$ cat src/rtl/ampc_defs.svh
// Register field positions, reset values and timing counts of the memory port controller
// Overview of operation
// - Drive address and selects, then assert read strobe
// - Capture data bus, then release read strobe
// - Drive address and selects, then assert write strobe
// - Drive write data, keep setup before strobe release
// - Hold address and data after write strobe release
// - Predivider factor is field value plus one
// - Multiplier factor is twelve-bit field plus one
// - Output divider divides by two to field power
// - Single-bit clock controls at bits fifteen to nineteen
// - Core rate is input times multiplier over dividers
// - Five-bit wait counts for areas zero and one
// - Three-bit counts areas two, three; five-bit default
// - Bus state status, lock hold, request hold bits
// - Select pin asserts only on matching address, space
// - Bits zero to one choose area access type
// - Polarity bit and program, X, Y space enables
// - Low address byte swap bit and packing enable
// - Compare counted upper address bits against match value
// - Mode bits, external bus disable, memory switch bit
// - Acknowledge sync, bus release, select priority disable
`ifndef AMPC_DEFS_SVH
`define AMPC_DEFS_SVH

`define AMPC_REG_W        24
`define AMPC_ADDR_W       18
`define AMPC_DATA_W       24
`define AMPC_REG_SEL_W    3

// Register selects on the core register port
`define AMPC_SEL_PLL      3'h0
`define AMPC_SEL_BUS      3'h1
`define AMPC_SEL_AREA0    3'h2
`define AMPC_SEL_AREA1    3'h3
`define AMPC_SEL_AREA2    3'h4
`define AMPC_SEL_AREA3    3'h5
`define AMPC_SEL_MODE     3'h6
`define AMPC_SEL_STATUS   3'h7

// Clock control fields
`define AMPC_PLL_MF_LSB   0
`define AMPC_PLL_MF_W     12
`define AMPC_PLL_DF_LSB   12
`define AMPC_PLL_DF_W     3
`define AMPC_PLL_LOWXTAL  15
`define AMPC_PLL_XTALDIS  16
`define AMPC_PLL_STOPRUN  17
`define AMPC_PLL_ENABLE   18
`define AMPC_PLL_CLKODIS  19
`define AMPC_PLL_PD_LSB   20
`define AMPC_PLL_PD_W     4

// Bus wait control fields
`define AMPC_BUS_WS0_LSB  0
`define AMPC_BUS_WS1_LSB  5
`define AMPC_BUS_WS2_LSB  10
`define AMPC_BUS_WS3_LSB  13
`define AMPC_BUS_WSD_LSB  16
`define AMPC_BUS_STATE    21
`define AMPC_BUS_LOCKH    22
`define AMPC_BUS_REQH     23
`define AMPC_WS_WIDE_W    5
`define AMPC_WS_NARROW_W  3

// Area decode fields
`define AMPC_AREA_TYPE_LSB 0
`define AMPC_AREA_POL     2
`define AMPC_AREA_PEN     3
`define AMPC_AREA_XEN     4
`define AMPC_AREA_YEN     5
`define AMPC_AREA_SWAP    6
`define AMPC_AREA_PACK    7
`define AMPC_AREA_NCMP_LSB 8
`define AMPC_AREA_MATCH_LSB 12
`define AMPC_AREA_MATCH_W 12

// Operating mode fields
`define AMPC_MODE_MD_LSB  0
`define AMPC_MODE_EXTDIS  4
`define AMPC_MODE_MSW     7
`define AMPC_MODE_TASYNC  11
`define AMPC_MODE_BRT     12
`define AMPC_MODE_APD     14

// Reset values
`define AMPC_PLL_RST      24'h000000
`define AMPC_BUS_RST      24'h1fffff
`define AMPC_AREA_RST     24'h000000
`define AMPC_MODE_RST     24'h000000
`define AMPC_STATUS_RST   24'h000000

// Fixed strobe timing in core cycles
`define AMPC_ADDR_SETUP_CYC 4'h1
`define AMPC_ADDR_HOLD_CYC  4'h1

`endif

$ cat src/rtl/ampc_pkg.sv
// Types shared by the memory port controller
package ampc_pkg;
  typedef enum logic [2:0] {
    AMPC_IDLE  = 3'b000,
    AMPC_SETUP = 3'b001,
    AMPC_STRB  = 3'b011,
    AMPC_HOLD  = 3'b010
  } ampc_state_t;

  typedef enum logic [1:0] {
    AMPC_SPACE_P = 2'h0,
    AMPC_SPACE_X = 2'h1,
    AMPC_SPACE_Y = 2'h2
  } ampc_space_t;

  typedef enum logic [1:0] {
    AMPC_TYPE_SYNC  = 2'h0,
    AMPC_TYPE_ASYNC = 2'h1,
    AMPC_TYPE_DRAM  = 2'h2
  } ampc_access_t;
endpackage : ampc_pkg

$ cat src/rtl/ampc_port_ctrl.sv
// External asynchronous memory port controller with its control registers
`timescale 1ns/1ps
`default_nettype none
`include "ampc_defs.svh"

module ampc_port_ctrl #(
  parameter int ADDR_W = `AMPC_ADDR_W,
  parameter int DATA_W = `AMPC_DATA_W
) (
  input  wire logic                       ref_clk,
  input  wire logic                       resetn,
  // Core register port
  input  wire logic                       regWrite,
  input  wire logic [`AMPC_REG_SEL_W-1:0] regSel,
  input  wire logic [`AMPC_REG_W-1:0]     regWdata,
  output logic      [`AMPC_REG_W-1:0]     regRdata,
  // Core access request
  input  wire logic                       accReq,
  input  wire logic                       accWrite,
  input  wire ampc_pkg::ampc_space_t      accSpace,
  input  wire logic [`AMPC_REG_W-1:0]     accAddr,
  input  wire logic [DATA_W-1:0]          accWdata,
  output logic                            accReady,
  output logic                            accDone,
  output logic      [DATA_W-1:0]          accRdata,
  // Memory pins
  output logic      [ADDR_W-1:0]          memAddr,
  output logic      [3:0]                 attribute_select,
  output logic                            memReadN,
  output logic                            memWriteN,
  input  wire logic [DATA_W-1:0]          memDataIn,
  output logic      [DATA_W-1:0]          memDataOut,
  output logic                            memDataOe,
  // Clock generator controls
  output logic      [4:0]                 input_predivider,
  output logic      [12:0]                pll_multiplier,
  output logic      [7:0]                 output_divider,
  output logic                            lowFreqXtal,
  output logic                            xtalDriveDis,
  output logic                            pllStopRun,
  output logic                            pllEnable,
  output logic                            coreClkOutDis,
  // Mode and bus control outputs
  output logic      [3:0]                 mode_select_bits,
  output logic                            memSwitch,
  output logic                            transfer_acknowledge_nSync,
  output logic                            bus_busy_nFast,
  output logic                            busLockHold,
  output logic                            busRequestHold
);
  import ampc_pkg::*;

  logic [`AMPC_REG_W-1:0] pllCtrl_q, busWait_q, opMode_q, coreStatus_q;
  logic [`AMPC_REG_W-1:0] areaDecode_q [4];
  ampc_state_t            state_q, state_d;
  logic [4:0]             waitCnt_q, waitCnt_d;
  logic                   isWrite_q;
  logic [3:0]             selRaw_q;
  logic [ADDR_W-1:0]      addr_q;
  logic [DATA_W-1:0]      wdata_q, rdata_q;
  logic                   done_q;

  // Compare the top ncmp bits (at most twelve) of a 24-bit address with the match field
  function automatic logic areaHit(input logic [`AMPC_REG_W-1:0] cfg,
                                   input logic [`AMPC_REG_W-1:0] addr,
                                   input ampc_space_t space);
    logic [3:0]  ncmp;
    logic [11:0] mask;
    logic        spaceOk;
    ncmp = cfg[`AMPC_AREA_NCMP_LSB +: 4];
    mask = (ncmp >= 4'hc) ? 12'hfff : ~(12'hfff >> ncmp);
    unique case (space)
      AMPC_SPACE_P: spaceOk = cfg[`AMPC_AREA_PEN];
      AMPC_SPACE_X: spaceOk = cfg[`AMPC_AREA_XEN];
      AMPC_SPACE_Y: spaceOk = cfg[`AMPC_AREA_YEN];
      default:      spaceOk = 1'b0;
    endcase
    areaHit = spaceOk &&
      (((addr[23:12] ^ cfg[`AMPC_AREA_MATCH_LSB +: `AMPC_AREA_MATCH_W]) & mask) == 12'h000);
  endfunction

  // Decode
  wire [3:0] hitRaw;
  genvar gi;
  for (gi = 0; gi < 4; gi++) begin : g_hit
    assign hitRaw[gi] = areaHit(areaDecode_q[gi], accAddr, accSpace);
  end
  wire       prioDis = opMode_q[`AMPC_MODE_APD];
  wire [3:0] hitPrio = hitRaw[0] ? 4'h1 : hitRaw[1] ? 4'h2 : hitRaw[2] ? 4'h4 :
                       hitRaw[3] ? 4'h8 : 4'h0;
  wire [3:0] hitSel  = prioDis ? hitRaw : hitPrio;

  wire [4:0] ws0 = busWait_q[`AMPC_BUS_WS0_LSB +: 5];
  wire [4:0] ws1 = busWait_q[`AMPC_BUS_WS1_LSB +: 5];
  wire [4:0] ws2 = {2'b00, busWait_q[`AMPC_BUS_WS2_LSB +: 3]};
  wire [4:0] ws3 = {2'b00, busWait_q[`AMPC_BUS_WS3_LSB +: 3]};
  wire [4:0] wsD = busWait_q[`AMPC_BUS_WSD_LSB +: 5];
  wire [4:0] wsSel = hitSel[0] ? ws0 : hitSel[1] ? ws1 : hitSel[2] ? ws2 :
                     hitSel[3] ? ws3 : wsD;

  // Byte swap moves the low eight address bits to the top of the pins
  wire       swapSel = |(hitSel & {areaDecode_q[3][`AMPC_AREA_SWAP],
                          areaDecode_q[2][`AMPC_AREA_SWAP],
                          areaDecode_q[1][`AMPC_AREA_SWAP],
                          areaDecode_q[0][`AMPC_AREA_SWAP]});
  wire [ADDR_W-1:0] addrPlain = accAddr[ADDR_W-1:0];
  wire [ADDR_W-1:0] addrSwap  = {accAddr[7:0], accAddr[ADDR_W-1:8]};

  wire extDis  = opMode_q[`AMPC_MODE_EXTDIS];
  wire start   = (state_q == AMPC_IDLE) && accReq && !extDis;
  assign accReady = (state_q == AMPC_IDLE) && !extDis;

  // Access sequencer
  always_comb begin
    state_d   = state_q;
    waitCnt_d = waitCnt_q;
    unique case (state_q)
      AMPC_IDLE: if (start) begin
        state_d = AMPC_SETUP;
      end
      AMPC_SETUP: begin
        state_d = AMPC_STRB;
      end
      AMPC_STRB: if (waitCnt_q == 5'h00) begin
        state_d = AMPC_HOLD;
      end else begin
        waitCnt_d = waitCnt_q - 5'h01;
      end
      AMPC_HOLD: begin
        state_d = AMPC_IDLE;
      end
      default: state_d = AMPC_IDLE;
    endcase
  end

  always_ff @(posedge ref_clk or negedge resetn) begin
    if (!resetn) begin
      state_q   <= AMPC_IDLE;
      waitCnt_q <= 5'h00;
      isWrite_q <= 1'b0;
      selRaw_q  <= 4'h0;
      addr_q    <= '0;
      wdata_q   <= '0;
    end else begin
      state_q <= state_d;
      waitCnt_q <= start ? wsSel : waitCnt_d;
      if (start) begin
        isWrite_q <= accWrite;
        selRaw_q  <= hitSel;
        addr_q    <= swapSel ? addrSwap : addrPlain;
        wdata_q   <= accWdata;
      end
    end
  end

  // Read capture happens on the last strobe cycle, before release
  wire lastStrb = (state_q == AMPC_STRB) && (waitCnt_q == 5'h00);
  always_ff @(posedge ref_clk or negedge resetn) begin
    if (!resetn) begin
      rdata_q <= '0;
      done_q  <= 1'b0;
    end else begin
      done_q <= lastStrb;
      if (lastStrb && !isWrite_q) begin
        rdata_q <= memDataIn;
      end
    end
  end
  assign accDone  = done_q;
  assign accRdata = rdata_q;

  // Pins: address and selects stand for setup, strobe and hold
  wire busy = (state_q != AMPC_IDLE);
  wire [3:0] polMask = {areaDecode_q[3][`AMPC_AREA_POL], areaDecode_q[2][`AMPC_AREA_POL],
                        areaDecode_q[1][`AMPC_AREA_POL], areaDecode_q[0][`AMPC_AREA_POL]};
  // Polarity bit clear gives an active-low pin, set gives active-high
  assign attribute_select = (busy ? selRaw_q : 4'h0) ~^ polMask;
  assign memAddr    = addr_q;
  assign memReadN   = !((state_q == AMPC_STRB) && !isWrite_q);
  assign memWriteN  = !((state_q == AMPC_STRB) && isWrite_q);
  assign memDataOut = wdata_q;
  assign memDataOe  = isWrite_q && (state_q == AMPC_STRB || state_q == AMPC_HOLD);

  // Register port
  always_ff @(posedge ref_clk or negedge resetn) begin
    if (!resetn) begin
      pllCtrl_q       <= `AMPC_PLL_RST;
      busWait_q       <= `AMPC_BUS_RST;
      opMode_q        <= `AMPC_MODE_RST;
      coreStatus_q    <= `AMPC_STATUS_RST;
      areaDecode_q[0] <= `AMPC_AREA_RST;
      areaDecode_q[1] <= `AMPC_AREA_RST;
      areaDecode_q[2] <= `AMPC_AREA_RST;
      areaDecode_q[3] <= `AMPC_AREA_RST;
    end else if (regWrite) begin
      unique case (regSel)
        `AMPC_SEL_PLL:    pllCtrl_q <= regWdata;
        `AMPC_SEL_BUS:    busWait_q <= regWdata;
        `AMPC_SEL_AREA0:  areaDecode_q[0] <= regWdata;
        `AMPC_SEL_AREA1:  areaDecode_q[1] <= regWdata;
        `AMPC_SEL_AREA2:  areaDecode_q[2] <= regWdata;
        `AMPC_SEL_AREA3:  areaDecode_q[3] <= regWdata;
        `AMPC_SEL_MODE:   opMode_q <= regWdata;
        `AMPC_SEL_STATUS: coreStatus_q <= regWdata;
      endcase
    end
  end

  // Bus state status reads live; stored bit 21 is not read back
  wire [`AMPC_REG_W-1:0] busRead = {busWait_q[23:22], busy, busWait_q[20:0]};
  assign regRdata = (regSel == `AMPC_SEL_PLL)   ? pllCtrl_q :
                    (regSel == `AMPC_SEL_BUS)   ? busRead :
                    (regSel == `AMPC_SEL_AREA0) ? areaDecode_q[0] :
                    (regSel == `AMPC_SEL_AREA1) ? areaDecode_q[1] :
                    (regSel == `AMPC_SEL_AREA2) ? areaDecode_q[2] :
                    (regSel == `AMPC_SEL_AREA3) ? areaDecode_q[3] :
                    (regSel == `AMPC_SEL_MODE)  ? opMode_q : coreStatus_q;

  // Clock generator factors; core rate = input * mult / (prediv * outdiv)
  assign input_predivider = {1'b0, pllCtrl_q[`AMPC_PLL_PD_LSB +: 4]} + 5'h01;
  assign pll_multiplier   = {1'b0, pllCtrl_q[`AMPC_PLL_MF_LSB +: 12]} + 13'h0001;
  assign output_divider   = 8'h01 << pllCtrl_q[`AMPC_PLL_DF_LSB +: 3];
  assign lowFreqXtal      = pllCtrl_q[`AMPC_PLL_LOWXTAL];
  assign xtalDriveDis     = pllCtrl_q[`AMPC_PLL_XTALDIS];
  assign pllStopRun       = pllCtrl_q[`AMPC_PLL_STOPRUN];
  assign pllEnable        = pllCtrl_q[`AMPC_PLL_ENABLE];
  assign coreClkOutDis    = pllCtrl_q[`AMPC_PLL_CLKODIS];

  assign mode_select_bits           = opMode_q[`AMPC_MODE_MD_LSB +: 4];
  assign memSwitch                  = opMode_q[`AMPC_MODE_MSW];
  assign transfer_acknowledge_nSync = opMode_q[`AMPC_MODE_TASYNC];
  assign bus_busy_nFast             = opMode_q[`AMPC_MODE_BRT];
  assign busLockHold                = busWait_q[`AMPC_BUS_LOCKH];
  assign busRequestHold             = busWait_q[`AMPC_BUS_REQH];

endmodule : ampc_port_ctrl
`default_nettype wire

$ cat config.mk
export PLATFORM = sky130hd
export DESIGN_NAME = ampc_port_ctrl
export DESIGN_NICKNAME = d
export VERILOG_FILES = /design/src/rtl/ampc_pkg.sv /design/src/rtl/ampc_port_ctrl.sv
export VERILOG_INCLUDE_DIRS = /design/src /design/src/rtl
export SDC_FILE = /design/constraint.sdc
export NUM_CORES = 1
export LEC_CHECK = 0
export ABC_CLOCK_PERIOD_IN_PS = 2650
export BUFFER_PORTS_ARGS = -buffer_cell sky130_fd_sc_hd__buf_2
export CAP_MARGIN = 20
export CORE_AREA = 4 4 180 182
export CTS_BUF_LIST = sky130_fd_sc_hd__clkbuf_16
export DETAILED_ROUTE_END_ITERATION = 8
export DIE_AREA = 0 0 184 186
export GPL_TIMING_DRIVEN = 0
export HOLD_SLACK_MARGIN = 0.05
export PLACE_DENSITY = 0.74
export REMOVE_ABC_BUFFERS = 1
export SLEW_MARGIN = 10
export SYNTH_ARGS = -nofsm -noshare
export SYNTH_HDL_FRONTEND = slang
export SYNTH_SLANG_ARGS = --single-unit
$ cat constraint.sdc
create_clock -name ref_clk -period 2.65 [get_ports ref_clk]
set_input_delay 0.1325 -clock ref_clk [delete_from_list [all_inputs] [get_ports ref_clk]]
set_output_delay 0.1325 -clock ref_clk [all_outputs]
set_load 0.02 [all_outputs]
# ---- Word level (Yosys, flattened, before mapping)
# Cells that the tools add are included.
# Widths: inputs -> output; s select.
dict set report totals {
  reg_bits 272
  wordCells 127
  out_inout_bits 139
  inputBits 106
}
dict set report classes {
  bitwise 14
  n_mux 32
  add_sub_neg 3
  eq_ne 15
  n_shift 5
  magnitude_cmp 4
  reduce_logical 38
}
# op count
set ops {}
lappend ops {{$mux 24} 7}
lappend ops {{$and 12x12->12} 4}
lappend ops {{$logic_not 12->1} 4}
lappend ops {{$mux 12} 4}
lappend ops {{$not 12->12} 4}
lappend ops {{$shr 12x4->12 const A} 4}
lappend ops {{$xor 12x12->12} 4}
lappend ops {{$mux 5} 7}
lappend ops {{$mux 4} 6}
lappend ops {{$reduce_and 2->1} 10}
lappend ops {{$mux 18} 1}
lappend ops {{$ge 4x4->1 const B} 4}
lappend ops {{$add 12x1->13 const B} 1}
lappend ops {{$eq 3x2->1 const B} 4}
lappend ops {{$eq 3x3->1 const B} 4}
lappend ops {{$logic_and 1x1->1} 12}
lappend ops {{$pmux 1 s3} 4}
lappend ops {{$pmux 3 s3} 1}
lappend ops {{$shl 1x3->8 const A} 1}
lappend ops {{$eq 3x1->1 const B} 2}
lappend ops {{$logic_not 3->1} 2}
lappend ops {{$mux 3} 2}
lappend ops {{$ne 2x2->1 const B} 3}
lappend ops {{$add 4x1->5 const B} 1}
lappend ops {{other kinds (12)} 15}

# ---- Logic depth before layout (Yosys ltp)
# Gate-level depths: netlist (run 1).
dict set report logic_depth {
  depth_word 16
  mapped_depth 11
  depth_no_buf 9
}

# ---- Worst setup path before layout (run 1)
# OpenSTA, ideal clock, no wires.
dict set report synth_path {
  kind {reg2reg}
  startpoint {register state_q[0]}
  endpoint {register addr_q[13], in the netlist memAddr[13]}
  path_slack_ps 259
  t_arrival_ps 2313
  path_buffers 4
  setup_time_ps 77
  synth_period_minus_slack_ps 2391
  stages_incl_launch_ff 10
  cell_sequence {dfrtp_1 -> or2_2 -> clkbuf_1 -> nor2_1 -> and2_1 -> clkbuf_1 -> buf_2 -> buf_1 -> nor2_1 -> a21oi_1}
}
dict set report synth_via {
  elab_chain_len 3
}
# item line
set synth_rtl {}
lappend synth_rtl {{start: declaration} ampc_port_ctrl.sv:55} ;# ampc_state_t state_q, state_d;
lappend synth_rtl {{start signal: assignment} ampc_port_ctrl.sv:145} ;# state_q <= state_d;
lappend synth_rtl {{$logic_not 3->1} ampc_port_ctrl.sv:110} ;# wire start = (state_q == AMPC_IDLE) && accReq && !extDis;
lappend synth_rtl {{$logic_and 1x1->1 (2 in series)} ampc_port_ctrl.sv:110}
lappend synth_rtl {{end signal: assignment} ampc_port_ctrl.sv:150} ;# addr_q <= swapSel ? addrSwap : addrPlain;
lappend synth_rtl {{end: declaration} ampc_port_ctrl.sv:59} ;# logic [ADDR_W-1:0] addr_q;
# Every way passes these cells.
# A chain may end at the register's enable or synchronous reset.

# ---- Worst setup path in the final report (run 1)
dict set report layout_path {
  startpoint {register areaDecode_q[91] (netlist name)}
  endpoint {register waitCnt_q[0]}
}
dict set report layout_via {
  elab_chain_len 11
}
# item line
set layout_rtl {}
lappend layout_rtl {{start: declaration} ampc_port_ctrl.sv:54} ;# logic [`AMPC_REG_W-1:0] areaDecode_q [4];
lappend layout_rtl {{$xor 12x12->12 (*)} ampc_port_ctrl.sv:79} ;# (((addr[23:12] ^ cfg[`AMPC_AREA_MATCH_LSB +: `AMPC_AREA_MATCH_W]) & mask) == 12'h000);
lappend layout_rtl {{$and 12x12->12 (*)} ampc_port_ctrl.sv:79}
lappend layout_rtl {{$logic_not 12->1 (*)} ampc_port_ctrl.sv:79}
lappend layout_rtl {{$logic_and 1x1->1 (*)} ampc_port_ctrl.sv:78} ;# areaHit = spaceOk &&
lappend layout_rtl {{$mux 4} ampc_port_ctrl.sv:89} ;# wire [3:0] hitPrio = hitRaw[0] ? 4'h1 : hitRaw[1] ? 4'h2 : hitRaw[2] ? 4'h4 :
lappend layout_rtl {{$mux 4 (*)} ampc_port_ctrl.sv:91} ;# wire [3:0] hitSel = prioDis ? hitRaw : hitPrio;
lappend layout_rtl {{$mux 5} ampc_port_ctrl.sv:99} ;# hitSel[3] ? ws3 : wsD;
lappend layout_rtl {{$mux 5 (2 in series)} ampc_port_ctrl.sv:98} ;# wire [4:0] wsSel = hitSel[0] ? ws0 : hitSel[1] ? ws1 : hitSel[2] ? ws2 :
lappend layout_rtl {{$mux 5 (*)} ampc_port_ctrl.sv:98}
lappend layout_rtl {{$mux 5 (*)} ampc_port_ctrl.sv:146} ;# waitCnt_q <= start ? wsSel : waitCnt_d;
lappend layout_rtl {{end signal: assignment} ampc_port_ctrl.sv:146}
lappend layout_rtl {{end: declaration} ampc_port_ctrl.sv:56} ;# logic [4:0] waitCnt_q, waitCnt_d;
# Every way passes the cells marked *; elsewhere a longest branch is shown, timed or not.

==> impl_metrics.csv, run 1 <==
group,metric,value,unit
drt,ant_nets,0,
die,pin_count,245,
drt,vias,10300,
sta,min_period_over_period,101,%
final_layout,drive_above_1_share,47.5,%
setup_path,worstPathArrival,3.12,ns
sta,drv_slew,0,
grt,grt_max_degree,114,
grt,antenna_found_initial,1,
placed_design,dp_slack,-0.366,ns
clock_tree,clk_path_buf_depth,3,
grt,grt_usage,22.2,%
setup_path,end_kind,"flip-flop",
synth,synth.avg_cell_area,12.6,sq um
sta,fmax,372,MHz
clock_tree,worst_skew_pair.late_latency,0.56,ns
die,rows,64,
clock_tree,clk_pin_slew,0.06,ns
sta,setup_viol,5,
clock_tree,clkSinkCount,270,
clock_tree,h-tree-depth,1,
die,core,30600,sq um
sta,fin_ws,-0.0365,ns
final_layout,layout_commonest_cell,"dfrtp_1",
setup_path,cp-start-kind,"flip-flop",
final_layout,syn_to_final_growth,28.5,%
die,start_util,44.6,%
placed_design,place_inst,1670,
sta,clock_skew,0.0275,ns
synth,yosys_register_bits,270,
die,fp.dieW,184,microns
synth,ys.flop_type,"dfrtp_1",
drt,via_per_inst,5.64,
drt,wirelength,39500,microns
drt,routedWlPerCell,21.6,microns
final_layout,fill_cells,2522,
clock_tree,cts_tree,"yes",
synth,yosysWarnings,0,
pwr,powerDensity,874,nW/um^2
final_layout,fin_cells,1828,
sta,grt_setup_unrepaired,"yes",
clock_tree,numCtsBuffers,29,
placed_design,io_buffers,244,
synth,synth_area,13600,sq um
die,die_h,186,microns
drt,drc,0,
placed_design,hpwl,27300,microns
placed_design,globalplace.congestion,0.881,
pwr,vdd.ir_drop.worst,0.472,mV
sta,fin_tns_setup,-0.0800,ns
outcome,violations,"negative setup slack",
synth,synth_area_leaders,"dfrtp_1, mux2_2, mux4_2",
final_layout,diodes,0,
grt,grt.overflow.total,0,
synth,synth-seq-area-share,49.8,%
synth,yosys.area.top_type,"dfrtp_1",
synth,async_flop_share,100,%
final_layout,fin_area,17500,sq um
min_path,hold_path_class,"in -> async",
drt,drtPass1Iterations,5,
synth,synthCells,1084,
grt,grt_pass1_wl,60000,microns
synth,synth_top_area_share,45.7,%
setup_path,crit_path_max_fanout,6,
flow_run,maxCapViolCount,0,
sta,tightestPinTransition,0.982,ns
final_layout,fin_nets,1520,
pwr,p_leak,7.87,nW
final_layout,final_cell_mix,"dfrtp_1, buf_2, mux2_2",
sta,final_hold_viol_count,0,
outcome,status,"finished, violations left",
setup_path,required,3.09,ns
die,dieArea,34200,sq um
grt,grt_pass1_vias,10500,
synth,yosysUniqueCellTypes,73,
clock_tree,cts_root_buf,"clkbuf_16",
synth,synth-edff-count,0,
placed_design,place_area,15400,sq um
drt,first_iter_violations,613,
sta,min_period,2.69,ns
setup_path,crit_type,"reg -> reg",
sta,relSlewSlack,34.5,%
==> through the flow <==
| step | hold slack [ns] | util [%] | power, W |
|---|---|---|---|
| global route | 0.0830 | 57.2 | 0.0161 |
| detailed placement | 0.0701 | 50.3 | 0.0113 |
| finish | 0.0679 | 57.2 | 0.0153 |
| global placement | 0.323 | 49.0 | 0.0110 |
| floorplan | -0.163 | - | 0.00935 |
| CTS | 0.0624 | 56.4 | 0.0153 |
==> cells in the mapped netlist, drive strengths merged (10+ instances only) <==
cell type	instances
dfrtp	249
mux2	234
o21ai	33
mux4	48
nand3	10
nor2	34
a21oi	26
buf	33
xnor2	32
and3	13
inv	14
nand2	118
clkbuf	48
nor3	21
xor2	35
dfstp	21
==> kinds of logic after synthesis <==
group / share of synthesized area [%]
flip-flops: 49.8
adder cells (fa/ha/maj): 0.441
XOR/XNOR: 4.31
AND/OR/NAND/NOR: 8.13
multiplexers: 27.6
buffers and inverters: 3.05
AO/OA/AOI/OAI: 6.75
==> worst max-delay path: stages, from the launching register on <==
cell,delay (ns)
dfrtp_1,0.41
xor2_1,0.22
nor3_1,0.31
o211ai_2,0.27
a211o_4,0.45
a21oi_4,0.31
or4b_1,0.19
o2111ai_1,0.12
a221oi_1,0.27
==> repair_timing <==
action                     CTS  global route
cloned                       0             2
gates resized for setup     14            30
setup endpoints to repair   32            33
buffers inserted             3             9
hold endpoints to repair   403             0
pin swaps                    2            11
hold buffers                91             0
==> registers in the layout (all words and copies together), names as in the netlist <==
signal and count:
pllCtrl_q 24, busWait_q 23, waitCnt_q 5, selRaw_q 4
accRdata 24, memAddr 18, coreStatus_q 24, memDataOut 24
accDone 1, state_q 2, areaDecode_q 96, isWrite_q 1
opMode_q 24
==> area by class of cell <==
cell class	instances	area (sq um)	area share, %
inverter	14	52.6	0.300
timing repair buffer	374	2610	14.9
clock inverter	24	161	0.922
clock buffer	29	726	4.14
sequential	270	6790	38.8
tap	396	495	2.83
multi-input combinational	721	6670	38.1
==> final timing paths <==
kind | slack [ns] | cells after the start | from | to
setup / recovery | -0.04 | 8 | areaDecode_q[91] | waitCnt_q[0]
hold / removal | 0.07 | 2 | resetn | opMode_q[12]
setup reg to reg | -0.04 | 8 | areaDecode_q[91] | waitCnt_q[0]
hold reg to reg | 0.47 | 2 | memDataOut[23] | memDataOut[23]
max in group asynchronous | 1.18 | 4 | resetn | accRdata[5]
min in group ref_clk | 0.08 | 4 | accAddr[16] | memAddr[16]
==> power by group <==
group / switching (W) / internal, W / total (W)
sequential: 0.00102 / 0.00536 / 0.00637
clock: 0.00164 / 0.00217 / 0.00381
combinational: 0.00275 / 0.00236 / 0.00511
==> metal layers <==
layer / vias up / track usage, % / share of wire [%]
met2: 407 / 37.3 / 49
met4: 2 / 5.80 / 2.5
met1: 5227 / 30.4 / 42
met5: - / 0 / 0.018
li1: 4606 / - / -
met3: 70 / 3.46 / 6.8
Note: power is estimated with default switching activity, not from simulation.
==> run 2: changes to the inputs <==
CORE_AREA = 4 4 252 131   (was 4 4 180 182)
DIE_AREA = 0 0 256 135   (was 0 0 184 186)
==> impl_metrics.csv, run 2 (synthesis gave the netlist of run 1 again) <==
group,metric,value,unit
setup_path,worstPathArrival,3.05,ns
placed_design,dp_slack,-0.392,ns
grt,grt_pass1_wl,64400,microns
die,die_h,135,microns
die,dieArea,34600,sq um
clock_tree,worst_skew_pair.late_latency,0.55,ns
sta,drv_slew,0,
setup_path,r2r_slack,0.02,ns
drt,wirelength,42100,microns
drt,drtPass1Iterations,6,
die,rows,46,
final_layout,syn_to_final_growth,28.4,%
drt,ant_nets,0,
pwr,p_leak,7.81,nW
die,start_util,44.0,%
placed_design,io_buffers,244,
final_layout,layout_commonest_cell,"buf_2",
final_layout,largest-register,"areaDecode_q",
sta,fmax,380,MHz
setup_path,crit_type,"reg -> reg",
sta,clock_skew,0.0156,ns
sta,tightestPinTransition,0.994,ns
clock_tree,cts_root_buf,"clkbuf_16",
clock_tree,clk_pin_slew,0.07,ns
sta,setup_viol,0,
final_layout,largest_register_ffs,96,
grt,grt_max_degree,114,
final_layout,final_cell_mix,"buf_2, dfrtp_1, mux2_2",
drt,drc,0,
sta,min_period_over_period,99.3,%
grt,grt_usage,24.0,%
final_layout,drive_above_1_share,48.5,%
drt,vias,10500,
final_layout,multi_input_area,6780,sq um
pwr,powerDensity,871,nW/um^2
placed_design,place_inst,1682,
clock_tree,cts_tree,"yes",
sta,fin_ws,0.0192,ns
outcome,status,"finished clean",
grt,antenna_found_initial,1,
die,pin_count,245,
final_layout,fin_nets,1511,
clock_tree,h-tree-depth,1,
sta,relSlewSlack,33.7,%
die,fp.dieW,256,microns
clock_tree,clk_path_buf_depth,3,
drt,first_iter_violations,990,
clock_tree,clkSinkCount,270,
placed_design,globalplace.congestion,0.919,
clock_tree,numCtsBuffers,26,
die,core,31000,sq um
setup_path,crit_path_max_fanout,9,
final_layout,regArea,6800,sq um
min_path,hold_path_class,"in -> reg",
setup_path,end_kind,"flip-flop",
grt,grt_pass1_vias,10500,
placed_design,hpwl,30100,microns
drt,via_per_inst,5.75,
sta,final_hold_viol_count,0,
pwr,vdd.ir_drop.worst,0.474,mV
final_layout,fin_cells,1829,
sta,min_period,2.63,ns
setup_path,cp-start-kind,"flip-flop",
setup_path,required,3.07,ns
final_layout,fill_cells,2555,
drt,routedWlPerCell,23.0,microns
sta,grt_setup_unrepaired,"yes",
flow_run,maxCapViolCount,0,
grt,grt.overflow.total,0,
## run 2: worst max-delay path, stage by stage, from the launching register on
cell,delay (ns)
dfrtp_1,0.41
xor2_1,0.23
nor3_2,0.29
o211ai_2,0.21
a211o_4,0.44
a21o_2,0.27
nand3_4,0.15
nand3_4,0.16
a221o_1,0.36
## run 2: path summary, 6_finish.rpt
kind | depth (start not counted) | to | startpoint
max | 8 | memAddr[5] | areaDecode_q[88]
min | 4 | memAddr[14] | accAddr[14]
max reg2reg | 8 | memAddr[5] | areaDecode_q[88]
min reg2reg | 0 | state_q[1] | state_q[0]
max in group asynchronous | 3 | areaDecode_q[64] | resetn
min in group asynchronous | 2 | accRdata[7] | resetn
## run 2: timing repair
action	CTS	global route
setup buffers	3	6
hold buffers	88	0
gates cloned	1	1
setup endpoints to repair	21	42
hold endpoints to repair	339	0
gates resized for setup	17	51
pin swaps	3	15
## run 2: through the flow
step	instance area, sq um	utilization (%)	power [W]	hold slack, ns	setup TNS [ns]
global route	17500	56.5	0.0160	0.0861	-0.211
detailed placement	15400	49.7	0.0114	0.189	-6.37
global placement	15000	48.4	0.0111	0.321	-1383.42
finish	17500	56.5	0.0152	0.0840	0
CTS	17200	55.6	0.0151	0.0559	-0.000362
floorplan	13300	-	0.00935	-0.163	-6.32
## run 2: cell type report
cell class / count / share of cell area, %
flip-flops and latches: 270 / 38.9
multi-input cells: 721 / 38.8
repair buffers: 368 / 14.7
clock buffers: 27 / 3.86
well taps: 408 / 2.92
clock inverters: 20 / 0.622
inverters: 14 / 0.300
diodes: 1 / 0.0143
## run 2: power breakdown
part / internal (W) / switching (W) / leakage, nW
Combinational: 0.00239 / 0.00283 / 4.16
Sequential: 0.00536 / 0.00112 / 3.24
Clock: 0.00193 / 0.00162 / 0.405
## run 2: layer usage
layer | up-vias | share of wire [%] | track usage [%]
met1 | 5391 | 45 | 35.4
li1 | 4586 | - | -
met3 | 68 | 11 | 8.24
met4 | 0 | 1.6 | 4.78
met5 | - | 0 | 0
met2 | 476 | 43 | 34.5
